--- config.mk ---
export PLATFORM = sky130hd
export DESIGN_NAME = pab_port_ctrl
export DESIGN_NICKNAME = d
export VERILOG_FILES = /design/src/hw/pab_pkg.sv /design/src/hw/pab_sync2.sv /design/src/hw/pab_port_ctrl.sv
export SDC_FILE = /design/constraint.sdc
export NUM_CORES = 1
export LEC_CHECK = 0
export BUFFER_PORTS_ARGS = -buffer_cell sky130_fd_sc_hd__buf_4
export CAP_MARGIN = 0
export CORE_ASPECT_RATIO = 0.9
export CORE_MARGIN = 5
export CORE_UTILIZATION = 40
export DETAILED_ROUTE_END_ITERATION = 6
export GPL_TIMING_DRIVEN = 1
export PLACE_DENSITY = 0.66
export SETUP_SLACK_MARGIN = 0.1
export SYNTH_ARGS = -nofsm -noshare
export SYNTH_HDL_FRONTEND = slang
export SYNTH_SLANG_ARGS = --single-unit
--- constraint.sdc ---
create_clock -name pclk -period 1.66 [get_ports pclk]
set_input_delay 0.166 -clock pclk [delete_from_list [all_inputs] [get_ports pclk]]
set_output_delay 0.166 -clock pclk [all_outputs]
set_load 0.02 [all_outputs]
--- src/hw/pab_pkg.sv ---
// package: register map, field positions and pin roles of the port a/b block
package pab_pkg;

  // register byte offsets
  localparam logic [7:0] PAB_OFF_PA_DATA = 8'h00;
  localparam logic [7:0] PAB_OFF_PB_DATA = 8'h04;
  localparam logic [7:0] PAB_OFF_PA_DIR  = 8'h08;
  localparam logic [7:0] PAB_OFF_PB_DIR  = 8'h0C;
  localparam logic [7:0] PAB_OFF_PA_PUE  = 8'h10;
  localparam logic [7:0] PAB_OFF_OSC     = 8'h14;

  // pull-up enable register layout
  localparam int         PAB_PUE_CLKOUT_BIT = 7;
  localparam logic [7:0] PAB_PUE_WR_MASK    = 8'hBF;

  // oscillator mode codes
  localparam logic [1:0] PAB_OSC_INT  = 2'h0;
  localparam logic [1:0] PAB_OSC_EXT  = 2'h1;
  localparam logic [1:0] PAB_OSC_XTAL = 2'h2;

  // reset values
  localparam logic [7:0] PAB_RST_PA_DATA = 8'h00;
  localparam logic [7:0] PAB_RST_DIR     = 8'h00;
  localparam logic [7:0] PAB_RST_PUE     = 8'h00;
  localparam logic [1:0] PAB_RST_OSC     = 2'h0;

  // port a pin roles
  localparam int PAB_PA_W        = 6;
  localparam int PAB_PIN_IN_ONLY = 2;
  localparam int PAB_PIN_CLK_OUT = 4;
  localparam int PAB_PIN_OSC_IN  = 5;

endpackage

--- src/hw/pab_sync2.sv ---
// two-flop synchroniser for a bus of pin levels
`timescale 1ns/1ps
module pab_sync2 #(
  parameter int W = 8
) (
  // clock and reset
  input  wire logic         pclk,
  input  wire logic         presetn,
  // level in and synchronised level out
  input  wire logic [W-1:0] d,
  output logic      [W-1:0] q
);

  logic [W-1:0] meta_reg;

  // first stage feeds only the second stage
  always_ff @(posedge pclk or negedge presetn) begin
    if (!presetn) begin
      meta_reg <= '0;
      q        <= '0;
    end else begin
      meta_reg <= d;
      q        <= meta_reg;
    end
  end

endmodule

--- src/hw/pab_port_ctrl.sv ---
// port a / port b pin control with apb register access
// Operation
// pull-up enable bits 5..0 of port a are software read/write
// pull-up on when its enable bit is 1 and direction is input
// pull-up off whenever its enable bit is 0
// direction 0 reads pin, direction 1 drives and reads latch
// writing data to an input pin updates only the latch
// enabled pull-up on an input pulls the pin high
// port a pin 2 is never driven as an output
// port b has eight pins each with its own data latch
// port b data read/write, direction from port b direction register
// reset leaves port b data latches unchanged
// external clock mode keeps clock-out enable clear, pin 4 is plain io
// crystal mode gives pin 4 to crystal, clock-out enable ignored
// unused pull-up register bits read zero and ignore writes
`timescale 1ns/1ps
module pab_port_ctrl
  import pab_pkg::*;
#(
  parameter int PB_W = 8
) (
  // clock and reset
  input  wire logic                pclk,
  input  wire logic                presetn,
  // apb slave
  input  wire logic                psel,
  input  wire logic                penable,
  input  wire logic                pwrite,
  input  wire logic [7:0]          paddr,
  input  wire logic [31:0]         pwdata,
  output logic                     pready,
  output logic      [31:0]         prdata,
  output logic                     pslverr,
  // clock to show on pin 4
  input  wire logic                bus_clock_times_four,
  // port a pins
  input  wire logic [PAB_PA_W-1:0] porta_pin_in,
  output logic      [PAB_PA_W-1:0] porta_pin_out,
  output logic      [PAB_PA_W-1:0] porta_pin_oe,
  output logic      [PAB_PA_W-1:0] porta_pullup_on,
  // port b pins
  input  wire logic [PB_W-1:0]     portb_pin_in,
  output logic      [PB_W-1:0]     portb_pin_out,
  output logic      [PB_W-1:0]     portb_pin_oe
);

  ////////////////////////////////////////////////////////////////////////////
  // elaboration check
  if (PB_W < 1 || PB_W > 8) begin : g_bad_width
    $error("port b width must be 1 to 8");
  end

  ////////////////////////////////////////////////////////////////////////////
  // declarations
  logic [PAB_PA_W-1:0] porta_data_latch;
  logic [PB_W-1:0]     portb_data_latch;
  logic [PAB_PA_W-1:0] porta_direction_bits;
  logic [PB_W-1:0]     portb_direction_bits;
  logic [7:0]          porta_pullup_enable_bits;
  logic [1:0]          osc_mode_reg;
  logic [PAB_PA_W-1:0] pa_sync;
  logic [PB_W-1:0]     pb_sync;
  logic                setup_cyc;
  logic                wr_take;
  logic                clk_out_active;
  logic [7:0]          rd_next;
  logic                hit_next;
  logic [PAB_PA_W-1:0] pa_oe_next;
  logic [PAB_PA_W-1:0] pa_out_next;
  logic [PAB_PA_W-1:0] pa_pu_next;

  ////////////////////////////////////////////////////////////////////////////
  // helpers
  // pin level when input, latch when output
  function automatic logic [7:0] read_mux(input logic [7:0] dir,
                                          input logic [7:0] latch,
                                          input logic [7:0] pin);
    read_mux = (dir & latch) | (~dir & pin);
  endfunction

  // true when the bus address selects the given register
  function automatic logic is_reg(input logic [7:0] addr,
                                  input logic [7:0] off);
    is_reg = (addr == off);
  endfunction

  ////////////////////////////////////////////////////////////////////////////
  // pin synchronisers
  pab_sync2 #(
    .W (PAB_PA_W)
  ) u_sync_a (
    .pclk    (pclk),
    .presetn (presetn),
    .d       (porta_pin_in),
    .q       (pa_sync)
  );

  pab_sync2 #(
    .W (PB_W)
  ) u_sync_b (
    .pclk    (pclk),
    .presetn (presetn),
    .d       (portb_pin_in),
    .q       (pb_sync)
  );

  ////////////////////////////////////////////////////////////////////////////
  // apb handshake: one wait cycle, write lands at the pready edge
  assign setup_cyc = psel && penable && !pready;
  assign wr_take   = psel && penable && pready && pwrite;

  always_ff @(posedge pclk or negedge presetn) begin
    if (!presetn) begin
      pready <= 1'b0;
    end else begin
      pready <= setup_cyc;
    end
  end

  // read mux and address decode
  always_comb begin
    rd_next  = 8'h00;
    hit_next = 1'b1;
    if (is_reg(paddr, PAB_OFF_PA_DATA)) begin
      // zero-padded upper bits read back as zero
      rd_next = read_mux({2'b00, porta_direction_bits},
                         {2'b00, porta_data_latch},
                         {2'b00, pa_sync});
    end else if (is_reg(paddr, PAB_OFF_PB_DATA)) begin
      rd_next = read_mux(8'(portb_direction_bits),
                         8'(portb_data_latch),
                         8'(pb_sync));
    end else if (is_reg(paddr, PAB_OFF_PA_DIR)) begin
      rd_next[PAB_PA_W-1:0] = porta_direction_bits;
    end else if (is_reg(paddr, PAB_OFF_PB_DIR)) begin
      rd_next = 8'(portb_direction_bits);
    end else if (is_reg(paddr, PAB_OFF_PA_PUE)) begin
      rd_next = porta_pullup_enable_bits & PAB_PUE_WR_MASK;
    end else if (is_reg(paddr, PAB_OFF_OSC)) begin
      rd_next[1:0] = osc_mode_reg;
    end else begin
      hit_next = 1'b0;
    end
  end

  // read data and error captured in the wait cycle
  always_ff @(posedge pclk or negedge presetn) begin
    if (!presetn) begin
      prdata  <= 32'h0000_0000;
      pslverr <= 1'b0;
    end else if (setup_cyc) begin
      prdata  <= pwrite ? 32'h0000_0000 : {24'h00_0000, rd_next};
      pslverr <= !hit_next;
    end else begin
      pslverr <= 1'b0;
    end
  end

  ////////////////////////////////////////////////////////////////////////////
  // register writes
  // port a latch, written whatever the direction
  always_ff @(posedge pclk or negedge presetn) begin
    if (!presetn) begin
      porta_data_latch <= PAB_RST_PA_DATA[PAB_PA_W-1:0];
    end else if (wr_take && is_reg(paddr, PAB_OFF_PA_DATA)) begin
      porta_data_latch <= pwdata[PAB_PA_W-1:0];
    end
  end

  // port b latch, untouched by reset
  always_ff @(posedge pclk) begin
    if (wr_take && is_reg(paddr, PAB_OFF_PB_DATA)) begin
      portb_data_latch <= pwdata[PB_W-1:0];
    end
  end

  // direction registers
  always_ff @(posedge pclk or negedge presetn) begin
    if (!presetn) begin
      porta_direction_bits <= PAB_RST_DIR[PAB_PA_W-1:0];
      portb_direction_bits <= PAB_RST_DIR[PB_W-1:0];
    end else if (wr_take) begin
      if (is_reg(paddr, PAB_OFF_PA_DIR)) begin
        porta_direction_bits <= pwdata[PAB_PA_W-1:0];
      end
      if (is_reg(paddr, PAB_OFF_PB_DIR)) begin
        portb_direction_bits <= pwdata[PB_W-1:0];
      end
    end
  end

  // pull-up enable and clock-out enable
  always_ff @(posedge pclk or negedge presetn) begin
    if (!presetn) begin
      porta_pullup_enable_bits <= PAB_RST_PUE;
    end else begin
      if (wr_take && is_reg(paddr, PAB_OFF_PA_PUE)) begin
        porta_pullup_enable_bits <= pwdata[7:0] & PAB_PUE_WR_MASK;
      end
      if (osc_mode_reg == PAB_OSC_EXT) begin
        porta_pullup_enable_bits[PAB_PUE_CLKOUT_BIT] <= 1'b0;
      end
    end
  end

  // oscillator mode
  always_ff @(posedge pclk or negedge presetn) begin
    if (!presetn) begin
      osc_mode_reg <= PAB_RST_OSC;
    end else if (wr_take && is_reg(paddr, PAB_OFF_OSC)) begin
      osc_mode_reg <= pwdata[1:0];
    end
  end

  ////////////////////////////////////////////////////////////////////////////
  // pin drive
  // clock-out only counts in internal mode
  assign clk_out_active = porta_pullup_enable_bits[PAB_PUE_CLKOUT_BIT]
                          && (osc_mode_reg == PAB_OSC_INT);

  always_comb begin
    pa_oe_next  = porta_direction_bits;
    pa_out_next = porta_data_latch;
    pa_pu_next  = porta_pullup_enable_bits[PAB_PA_W-1:0]
                  & ~porta_direction_bits;
    pa_oe_next[PAB_PIN_IN_ONLY] = 1'b0;
    if (clk_out_active) begin
      pa_oe_next[PAB_PIN_CLK_OUT]  = 1'b1;
      pa_out_next[PAB_PIN_CLK_OUT] = bus_clock_times_four;
      pa_pu_next[PAB_PIN_CLK_OUT]  = 1'b0;
    end
    if (osc_mode_reg == PAB_OSC_XTAL) begin
      pa_oe_next[PAB_PIN_CLK_OUT] = 1'b0;
      pa_pu_next[PAB_PIN_CLK_OUT] = 1'b0;
    end
    if (osc_mode_reg != PAB_OSC_INT) begin
      pa_oe_next[PAB_PIN_OSC_IN] = 1'b0;
      pa_pu_next[PAB_PIN_OSC_IN] = 1'b0;
    end
  end

  // registered pin outputs
  always_ff @(posedge pclk or negedge presetn) begin
    if (!presetn) begin
      porta_pin_out   <= '0;
      porta_pin_oe    <= '0;
      porta_pullup_on <= '0;
    end else begin
      porta_pin_out   <= pa_out_next;
      porta_pin_oe    <= pa_oe_next;
      porta_pullup_on <= pa_pu_next;
    end
  end

  // port b latch may be unknown after reset, so gate it with its direction
  always_ff @(posedge pclk or negedge presetn) begin
    if (!presetn) begin
      portb_pin_out <= '0;
      portb_pin_oe  <= '0;
    end else begin
      portb_pin_out <= portb_data_latch & portb_direction_bits;
      portb_pin_oe  <= portb_direction_bits;
    end
  end
endmodule

---- Word-level counts from Yosys, hierarchy flattened ----
Cells that the tools add are included.
storage, ports and cells
  latch bits .............................. 0
  logic and storage cells ................. 78
  memory bits (writable) .................. 0
  flip-flop bits (word level) ............. 132
  memory bits (read-only) ................. 0
  memories kept ........................... 0
operators by class
  multiply operators ...................... 0
  divide/modulo/power cells ............... 0
  add/subtract/negate cells ............... 0
  eq/ne operators ......................... 7
  muxes and demuxes ....................... 25
  $lt $le $gt $ge ......................... 0
  reduce and logical (&&, ||, !) cells .... 17
  shift-type cells ........................ 0
  bitwise gates (word level) .............. 10
operator list
  cell                count
  $mux 8              5
  $and 8x8->8         2
  $eq 8x4->1 const B  2
  $eq 8x5->1 const B  2
  $mux 1              15
  $and 6x6->6         2
  $mux 6              2
  $logic_and 1x1->1   9
  $and 8x6->8         1
  $eq 8x3->1 const B  1
  $logic_not 8->1     1
  $not 6->8           1
  $not 8->8           1
  $or 6x8->8          1
  $or 8x8->8          1
  $mux 2              3
  $not 6->6           1
  $reduce_and 2->1    2
  $reduce_bool 2->1   2
  $eq 2x1->1 const B  1
  $eq 2x2->1 const B  1
  $logic_not 1->1     2
  $logic_not 2->1     1

---- Logic depth before layout (Yosys ltp) ----
Gate-level depths: netlist of the first run.
  depth after elaboration ................. 9
  depth in mapped cells ................... 7
  gate-level depth less buffers ........... 4

---- Cells and area by module ----
A second synthesis of the first run with hierarchy kept.
second synthesis, totals
  cell total of the unflattened synthesis .. 299
  area, all modules ....................... 4165.2 um2
modules (own cells, without submodules)
  module                times used  area each (um2)  cells each  seq. area each (um2)
  pab_port_ctrl         1           3464.6           271         2042.0
  pab_sync2 (u_sync_b)  1           400.4            16          400.4
  pab_sync2 (u_sync_a)  1           300.3            12          300.3

---- Least setup slack after synthesis of the first run ----
Ideal clock, no wire load.
  path type ............................... input to register
  from .................................... in paddr[4]
  to ...................................... reg portb_data_latch[0] (enable)
  path slack .............................. -647 ps
  setup time .............................. 383 ps
  stages .................................. 6
  path buffers ............................ 3
  data arrival time ....................... 1923 ps
  path through ............................ buf_6 or4_4 buf_6 or2_0 buf_6 nor3_1
on the way
  cells in the longest elaborated chain, start to end .. 2
ends and longest elaborated chain
  item                    line                  text
  start: declaration      pab_port_ctrl.sv:29   input wire logic [7:0] paddr,
  $eq 8x3->1              pab_port_ctrl.sv:84   is_reg = (addr == off);
  $logic_and 1x1->1       pab_port_ctrl.sv:172  if (wr_take && is_reg(paddr, PAB_OFF_PB_DATA)) begin
  end signal: assignment  pab_port_ctrl.sv:173  portb_data_latch <= pwdata[PB_W-1:0];
  end: declaration        pab_port_ctrl.sv:56   logic [PB_W-1:0] portb_data_latch;
Every way passes these cells.
A chain may end at the register's enable or synchronous reset.

---- Final worst setup path of the first run ----
  from .................................... reg pready
  to ...................................... reg porta_direction_bits[2]
on the way
  cells in the longest elaborated chain, start to end .. 3
ends and longest elaborated chain
  item                               line                  text
  start: declaration                 pab_port_ctrl.sv:31   output logic pready,
  start signal: assignment           pab_port_ctrl.sv:116  pready <= setup_cyc;
  $logic_and 1x1->1 (2 in series)    pab_port_ctrl.sv:110  assign wr_take = psel && penable && pready && pwrite;
  $reduce_and 2->1 (no source line)  n/a
  end signal: assignment             pab_port_ctrl.sv:180  porta_direction_bits <= PAB_RST_DIR[PAB_PA_W-1:0];
  end signal: assignment             pab_port_ctrl.sv:184  porta_direction_bits <= pwdata[PAB_PA_W-1:0];
  end: declaration                   pab_port_ctrl.sv:57   logic [PAB_PA_W-1:0] porta_direction_bits;
Every way passes these cells.

==> results of run 1 <==
==> kinds of logic (layout without fill, tap and decap cells) <==
| family | after synthesis | in the layout |
|---|---|---|
| DFF | 108 | 108 |
| and+or+nand+nor | 72 | 72 |
| AOI/OAI and AO/OA | 48 | 48 |
| buffers and inverters | 45 | 159 |
| muxes | 36 | 36 |
| other | 1 | 25 |
==> cell type report <==
type	instances	share of cell area, %
tap	129	2.78
inverter	7	0.452
clock inverter	6	1.25
clock buffer	10	3.94
sequential	108	47.2
timing repair buffer	136	18.9
multi-input combinational	181	25.5
==> worst reg2reg max path, stage by stage, from the launching register on <==
cell and delay, ns:
sky130_fd_sc_hd__dfrtp_2 0.38, sky130_fd_sc_hd__nand4_1 0.14, sky130_fd_sc_hd__or3_4 0.37, sky130_fd_sc_hd__or3_4 0.39, sky130_fd_sc_hd__mux2_2 0.29
==> layer usage <==
metal,vias up,track usage [%]
li1,1310,-
met2,97,25.2
met1,1426,21.8
met5,-,0
met3,19,5.68
met4,0,6.23
==> synth_stat cells, types with 2 or more instances <==
library cell               count  area, um2
sky130_fd_sc_hd__a211o_1       2       17.5
sky130_fd_sc_hd__a211oi_1      2       15.0
sky130_fd_sc_hd__a21oi_1       5       25.0
sky130_fd_sc_hd__a22oi_1       4       30.0
sky130_fd_sc_hd__a32oi_1       2       17.5
sky130_fd_sc_hd__and2_1        8       50.1
sky130_fd_sc_hd__buf_4        25        188
sky130_fd_sc_hd__buf_6         3       33.8
sky130_fd_sc_hd__clkbuf_1      8       30.0
sky130_fd_sc_hd__dfrtp_1     100       2500
sky130_fd_sc_hd__edfxtp_1      8        240
sky130_fd_sc_hd__inv_1         7       26.3
sky130_fd_sc_hd__mux2_2       33        372
sky130_fd_sc_hd__mux2i_1       3       30.0
sky130_fd_sc_hd__nand2_1       8       30.0
sky130_fd_sc_hd__nand2b_1      6       37.5
sky130_fd_sc_hd__nand3_1       3       15.0
sky130_fd_sc_hd__nor2_1        2       7.51
sky130_fd_sc_hd__nor2b_1      14       87.6
sky130_fd_sc_hd__nor3_1        7       35.0
sky130_fd_sc_hd__nor3b_1       2       15.0
sky130_fd_sc_hd__nor4_1        2       12.5
sky130_fd_sc_hd__nor4b_1       2       17.5
sky130_fd_sc_hd__o211a_1       2       20.0
sky130_fd_sc_hd__o211ai_1      2       15.0
sky130_fd_sc_hd__o21ai_0      13       65.1
sky130_fd_sc_hd__o221ai_1      4       35.0
sky130_fd_sc_hd__o31ai_1       4       30.0
sky130_fd_sc_hd__o32a_1        4       40.0
sky130_fd_sc_hd__or2_2         2       12.5
sky130_fd_sc_hd__or3_1         5       31.3
==> what timing repair did <==
item / in CTS / in global routing
buffers inserted: 0 / 2
cloned: 0 / 0
hold buffers: 16 / 0
pin swaps: 2 / 7
setup endpoints to repair: 36 / 36
gates resized for setup: 14 / 24
hold endpoints to repair: 44 / 0
==> power by group through the flow <==
stage	clock (mW)	combinational, mW	sequential (mW)
final	2.17	0.433	2.73
after global routing	2.35	0.470	2.73
after CTS	2.21	0.430	2.73
after detailed placement	0	0.390	2.78
after global placement	0	0.385	2.78
after floorplan	0	0.202	2.79
==> per-stage QoR <==
step                cell area [um2]  TNS (ns)  total power, mW  util [%]  setup slack [ns]
detailed placement             5190    -12.09             3.17      50.4            -0.413
global placement               5190    -11.17             3.16      50.4            -0.332
floorplan                      4400     -8.85             2.99         -            -0.292
global route                   5820    -0.586             5.55      56.5           -0.0617
finish                         5820   -0.0724             5.33      56.5           -0.0209
CTS                            5700    -0.143             5.36      55.4           -0.0350
==> path summary, 6_finish.rpt <==
kind	cells after the start	to	startpoint	slack, ns
worst min-delay path	1	portb_data_latch[7]	pwdata[7]	0.02
worst max register to register	4	porta_direction_bits[2]	pready	-0.02
max in group asynchronous	3	u_sync_a.q[4]	presetn	0.76
worst min register to register	0	u_sync_a.q[3]	u_sync_a.meta_reg[3]	0.35
worst max-delay path	4	porta_direction_bits[2]	pready	-0.02
min in group asynchronous	2	porta_pullup_enable_bits[4]	presetn	0.29
==> cells in the final DEF, fill, tap and decap left out, types with 8 or more instances in the layout <==
| master | instances |
|---|---|
| sky130_fd_sc_hd__buf_4 | 112 |
| sky130_fd_sc_hd__and2_1 | 8 |
| sky130_fd_sc_hd__conb_1 | 25 |
| sky130_fd_sc_hd__mux2_4 | 20 |
| sky130_fd_sc_hd__dlygate4sd3_1 | 16 |
| sky130_fd_sc_hd__clkbuf_16 | 9 |
| sky130_fd_sc_hd__dfrtp_1 | 99 |
| sky130_fd_sc_hd__mux2_2 | 13 |
| sky130_fd_sc_hd__nor2b_1 | 14 |
| sky130_fd_sc_hd__edfxtp_1 | 8 |
| sky130_fd_sc_hd__nand2_1 | 8 |
==> impl_summary.log, run 1 <==
[metrics] Crit Path Category: reg -> reg
[metrics] family with the most delay on the worst path: simple AND/OR/NAND/NOR gates
[metrics] GP Congestion: roughly 0.86
[metrics] Buf/Inv on CP: 0
[metrics] detailed-placement wirelength estimate: 7.44 mm
[metrics] register clock-pin slew on the reported worst setup and hold paths: 0.07 ns
[metrics] slowest stage cell on the critical path: sky130_fd_sc_hd__or3_4
[metrics] Final Non-Filler Cells: 577
[metrics] post-synthesis compound-gate area fraction: 8.07%
[metrics] initial antenna violation count: 0
[metrics] power dissipated by switching net loads: between 1 and 1.5 mW
[metrics] violations in the final reports: negative setup slack
[metrics] vias per std cell: 4.94
[metrics] total wire length after detailed routing: 10.4 mm
[metrics] fraction of power spent switching nets: 23.5%
[metrics] leading register cell type out of synthesis: sky130_fd_sc_hd__dfrtp_1
[metrics] share of total power in the clock network: 40.7%
[metrics] Post-Synthesis Mean Instance Area: 13.7 um2
[metrics] Die X: 118 um
[metrics] number of H-tree levels: 3
[metrics] final-layout worst hold slack: 0.0206 ns
[metrics] adder-cell share of the synthesized area: 0%
[metrics] part of the power in registers: between 50% and 60%
[metrics] Yosys warning total: 0
[metrics] final worst-path setup slack: -0.0209 ns
[metrics] CP startpoint kind: flip-flop
[metrics] Multi-input gate area: 1480 um2
[metrics] sort of element at the end of the critical path: flip-flop
[metrics] number of port buffers: just under 80
[metrics] cell-internal power: 4.07 mW
[metrics] Cell Count Post-Placement: 543
[metrics] IR drop worst, VDD: 737 uV
[metrics] CP dominant cell by count: sky130_fd_sc_hd__or3_4
[metrics] total die area: 12700 um2
[metrics] async set or reset register ratio after synthesis: 92.6%
[metrics] CTS Buf Count: 9
[metrics] Setup Skew: 0.0133 ns
[metrics] main combinational cell family by area after synthesis: simple AND/OR/NAND/NOR gates
[metrics] leakage component of the power: 2.83 nW
[metrics] P&R area growth vs syn: 37.4%
[metrics] starting density of the core: 41.1%
[metrics] worst min-delay path category: in -> reg
[metrics] total congestion overflow: 0
[metrics] power per cell area: 916 nW/um2
[metrics] DR pass1 iterations: 5
[metrics] number of sinks on the clock net: 108
[metrics] unrepaired setup endpoints after global routing: true
[metrics] Max Clk Rate: between 500 and 600 MHz
[metrics] synthesized instance count: 310
[metrics] number of placement rows: 35
[metrics] synthesized-area fraction occupied by and/or/nand/nor cells: 10.8%
[metrics] WL per Instance: between 15 and 20 um
[metrics] number of enable flip-flop cells after synthesis: 8
[metrics] vertical extent of the die: ~110 um
[metrics] count of endpoints failing setup in the final report: 6
[metrics] TritonCTS clock tree: yes
[metrics] fraction of the yosys area taken by sequential cells: 64.8%
[metrics] number of antenna repair diodes: 0
[metrics] via count of the routed design: 2852
[metrics] number of distinct library cells after synthesis: 49
[metrics] run status: complete, but fails checks
[metrics] net count reported at finish: 503
[metrics] number of I/O pins: 128
[metrics] sum of met3 wire segment lengths after detailed routing: 666 um
[metrics] total of fill cells in the finished design: 843
[metrics] Final Max Slew Viols: 0
[metrics] synthesized flop and latch total: 108
[metrics] root buf cell: sky130_fd_sc_hd__clkbuf_16
[metrics] Crit path arrival time: 1.92 ns
[metrics] proportion of power drawn by combinational gates: 8.1%
[metrics] CP Cell Sequence: nand4_1 -> or3_4 -> or3_4 -> mux2_2
[metrics] critical path required time: ~1.9 ns
[metrics] number of hold violations in the final report: 0
[metrics] pin count of the biggest net entering global routing: 35
[metrics] max layer used: met4
[metrics] final worst path period need: 1.68 ns
[metrics] wire length of the first global-routing pass: ~16 mm
[metrics] detailed route wirelength on metal2: around 5 mm
[metrics] total global-route track usage: between 10% and 20%
[metrics] total standard cell area after synthesis: around 4200 um2
[metrics] layout cell share with drive strength beyond 1: a little over two fifths
[metrics] sum of routed wire segments on met1: between 4 and 5 mm
[metrics] Final period util: 101%
[metrics] residual antenna-violating net count after detailed routing: 0
[metrics] Reg area: 2740 um2
[metrics] maximum clock insertion buffer count: 2
[metrics] placeable core region: 10300 um2
[metrics] fraction of synthesized area in multiplexers: a little under a tenth
[metrics] Max FO, Critical Path: 6
[metrics] clock network latency to the later pin of the worst-skew pair: 0.36 ns
[metrics] via count of the first global-routing pass: 2986
[metrics] XOR/XNOR Fraction of Synth Area: 0%
[metrics] count of unresolved DRC violations after routing: 0
[metrics] initial drt markers: 197
[metrics] number of maximum-capacitance constraint violations: 0
[metrics] maximum cell stage delay along the critical path: 0.39 ns
Note: power is estimated with default switching activity, not from simulation.
==> inputs of run 2 (changes only) <==
RECOVER_POWER = 50   (was unset)
==> run 2 against run 1 <==
Net effect:
- the run still ends with negative setup slack left
- flip-flop and latch count unchanged
- power decreased by 0.28%
- cell count unchanged
- design area decreased by 0.62%
- combinational power decreased by 3%
- clock-buffer cell count unchanged
- critical path depth unchanged
- largest power group unchanged
==> impl_summary.log, run 2 (same netlist as run 1, synthesis figures left out) <==
[metrics] number of H-tree levels: 3
[metrics] leading cell types in the layout, fill and taps excluded: sky130_fd_sc_hd__dfrtp_1 (99), sky130_fd_sc_hd__buf_4 (88), sky130_fd_sc_hd__conb_1 (25), sky130_fd_sc_hd__mux2_4 (20), sky130_fd_sc_hd__dlygate4sd3_1 (16)
[metrics] Max Clk Rate: 594 MHz
[metrics] initial drt markers: around 190
[metrics] Crit path arrival time: 1.92 ns
[metrics] power per cell area: 919 nW/um2
[metrics] TritonCTS clock tree: yes
[metrics] vertical extent of the die: 108 um
[metrics] starting density of the core: 41.1%
[metrics] violations in the final reports: negative setup slack
[metrics] Max-Slew Margin vs Limit: 40.0%
[metrics] CP Cell Sequence: nand4_1 -> or3_4 -> or3_4 -> mux2_2
[metrics] DR pass1 iterations: 4
[metrics] via count of the first global-routing pass: approximately 3000
[metrics] placeable core region: 10300 um2
[metrics] number of sinks on the clock net: 108
[metrics] leakage component of the power: ~2.8 nW
[metrics] register clock-pin slew on the reported worst setup and hold paths: 0.07 ns
[metrics] slowest stage cell on the critical path: sky130_fd_sc_hd__or3_4
[metrics] total congestion overflow: 0
[metrics] CTS Buf Count: 9
[metrics] WL per Instance: 17.9 um
[metrics] layout cell share with drive strength beyond 1: 40.4%
[metrics] Buf/Inv on CP: 0
[metrics] P&R area growth vs syn: 36.6%
[metrics] IR drop worst, VDD: between 700 and 800 uV
[metrics] GP Congestion: 0.863
[metrics] maximum cell stage delay along the critical path: 0.39 ns
[metrics] clock network latency to the later pin of the worst-skew pair: between 0.3 and 0.4 ns
[metrics] count of endpoints failing setup in the final report: 6
[metrics] Post-Place Worst Slack: -0.413 ns
[metrics] CP startpoint kind: flip-flop
[metrics] via count of the routed design: 2858
[metrics] Final Max Slew Viols: 0
[metrics] root buf cell: sky130_fd_sc_hd__clkbuf_16
[metrics] Crit Path Category: reg -> reg
[metrics] number of I/O pins: 128
[metrics] Die X: about 120 um
[metrics] Final period util: 101%
[metrics] final worst-path setup slack: -0.0225 ns
[metrics] initial antenna violation count: 0
[metrics] number of antenna repair diodes: 0
[metrics] Setup Skew: roughly 0.012 ns
[metrics] total global-route track usage: 16.5%
[metrics] sort of element at the end of the critical path: flip-flop
[metrics] detailed-placement wirelength estimate: 7.44 mm
[metrics] number of maximum-capacitance constraint violations: 0
[metrics] total die area: 12700 um2
[metrics] total wire length after detailed routing: 10.3 mm
[metrics] net count reported at finish: 503
[metrics] Max FO, Critical Path: 6
[metrics] run status: complete, but fails checks
[metrics] pin count of the biggest net entering global routing: 35
[metrics] count of unresolved DRC violations after routing: 0
[metrics] family with the most delay on the worst path: simple AND/OR/NAND/NOR gates
[metrics] number of port buffers: 78
[metrics] Tightest Pin Transition: 0.900 ns
[metrics] vias per std cell: 4.95
[metrics] number of placement rows: 35
[metrics] CP dominant cell by count: sky130_fd_sc_hd__or3_4
[metrics] number of hold violations in the final report: 0
[metrics] final design utilization: approximately 56%
[metrics] wire length of the first global-routing pass: between 15 and 20 mm
[metrics] critical path required time: ~1.9 ns
[metrics] maximum clock insertion buffer count: 2
[metrics] residual antenna-violating net count after detailed routing: 0
[metrics] worst min-delay path category: in -> reg
[metrics] most frequent standard cell in the layout excluding fill and tap cells: sky130_fd_sc_hd__dfrtp_1
[metrics] final worst path period need: 1.68 ns
[metrics] unrepaired setup endpoints after global routing: true
run 2: changes by cell type in the layout (fill, tap and decap cells not counted):
cell	change
sky130_fd_sc_hd__and2_0	+8
sky130_fd_sc_hd__buf_4	-24
sky130_fd_sc_hd__clkbuf_2	+1
sky130_fd_sc_hd__and2_1	-8
sky130_fd_sc_hd__clkbuf_1	+9
sky130_fd_sc_hd__clkbuf_4	+14
run 2: metal layers:
| metal | up-vias | GRT usage, % | share of wire, % |
|---|---|---|---|
| met3 | 22 | 5.68 | 7.2 |
| met5 | - | 0 | 0 |
| met1 | 1414 | 21.8 | 44 |
| met4 | 0 | 6.23 | 2.0 |
| li1 | 1315 | - | - |
| met2 | 107 | 25.2 | 47 |
run 2: through the flow:
step                hold slack, ns  instances  total power [mW]  area (um2)  TNS (ns)
finish                      0.0601        577              5.31        5780   -0.0732
CTS                        0.00549        575              5.36        5700    -0.143
floorplan                   -0.130        334              2.99        4400     -8.85
global route                0.0578        577              5.53        5780    -0.586
global placement             0.141        543              3.16        5190    -11.17
detailed placement           0.145        543              3.17        5190    -12.09
run 2: area by class of cell:
cell class / instances / area (um2)
clock buffer: 10 / 229
inverter: 7 / 26.3
fill: 853 / 4510
tap: 129 / 161
timing repair buffer: 136 / 1060
clock inverter: 6 / 72.6
multi-input combinational: 181 / 1480
sequential: 108 / 2740
run 2: final timing paths:
check                           slack (ns)            startpoint                          end  depth (start not counted)
max in group asynchronous             0.43               presetn                u_sync_a.q[4]                          3
worst max register to register       -0.02                pready      porta_direction_bits[3]                          4
worst max-delay path                 -0.02                pready      porta_direction_bits[3]                          4
worst min register to register        0.35  u_sync_a.meta_reg[3]                u_sync_a.q[3]                          0
worst min-delay path                  0.06  bus_clock_times_four             porta_pin_out[4]                          2
min in group asynchronous             0.46               presetn  porta_pullup_enable_bits[4]                          2
run 2: power breakdown:
part | leakage [nW] | internal, mW | switching [mW]
Clock | 0.137 | 1.19 | 0.978
Sequential | 1.40 | 2.71 | 0.0214
Combinational | 1.25 | 0.171 | 0.250
run 2: repair_timing:
item / 4_1_cts / 5_1_grt
pin swaps: 2 / 7
gates cloned: 0 / 0
gates resized for setup: 14 / 24
setup endpoints to repair: 36 / 36
hold buffers: 16 / 0
setup buffers: 0 / 2
hold endpoints to repair: 44 / 0
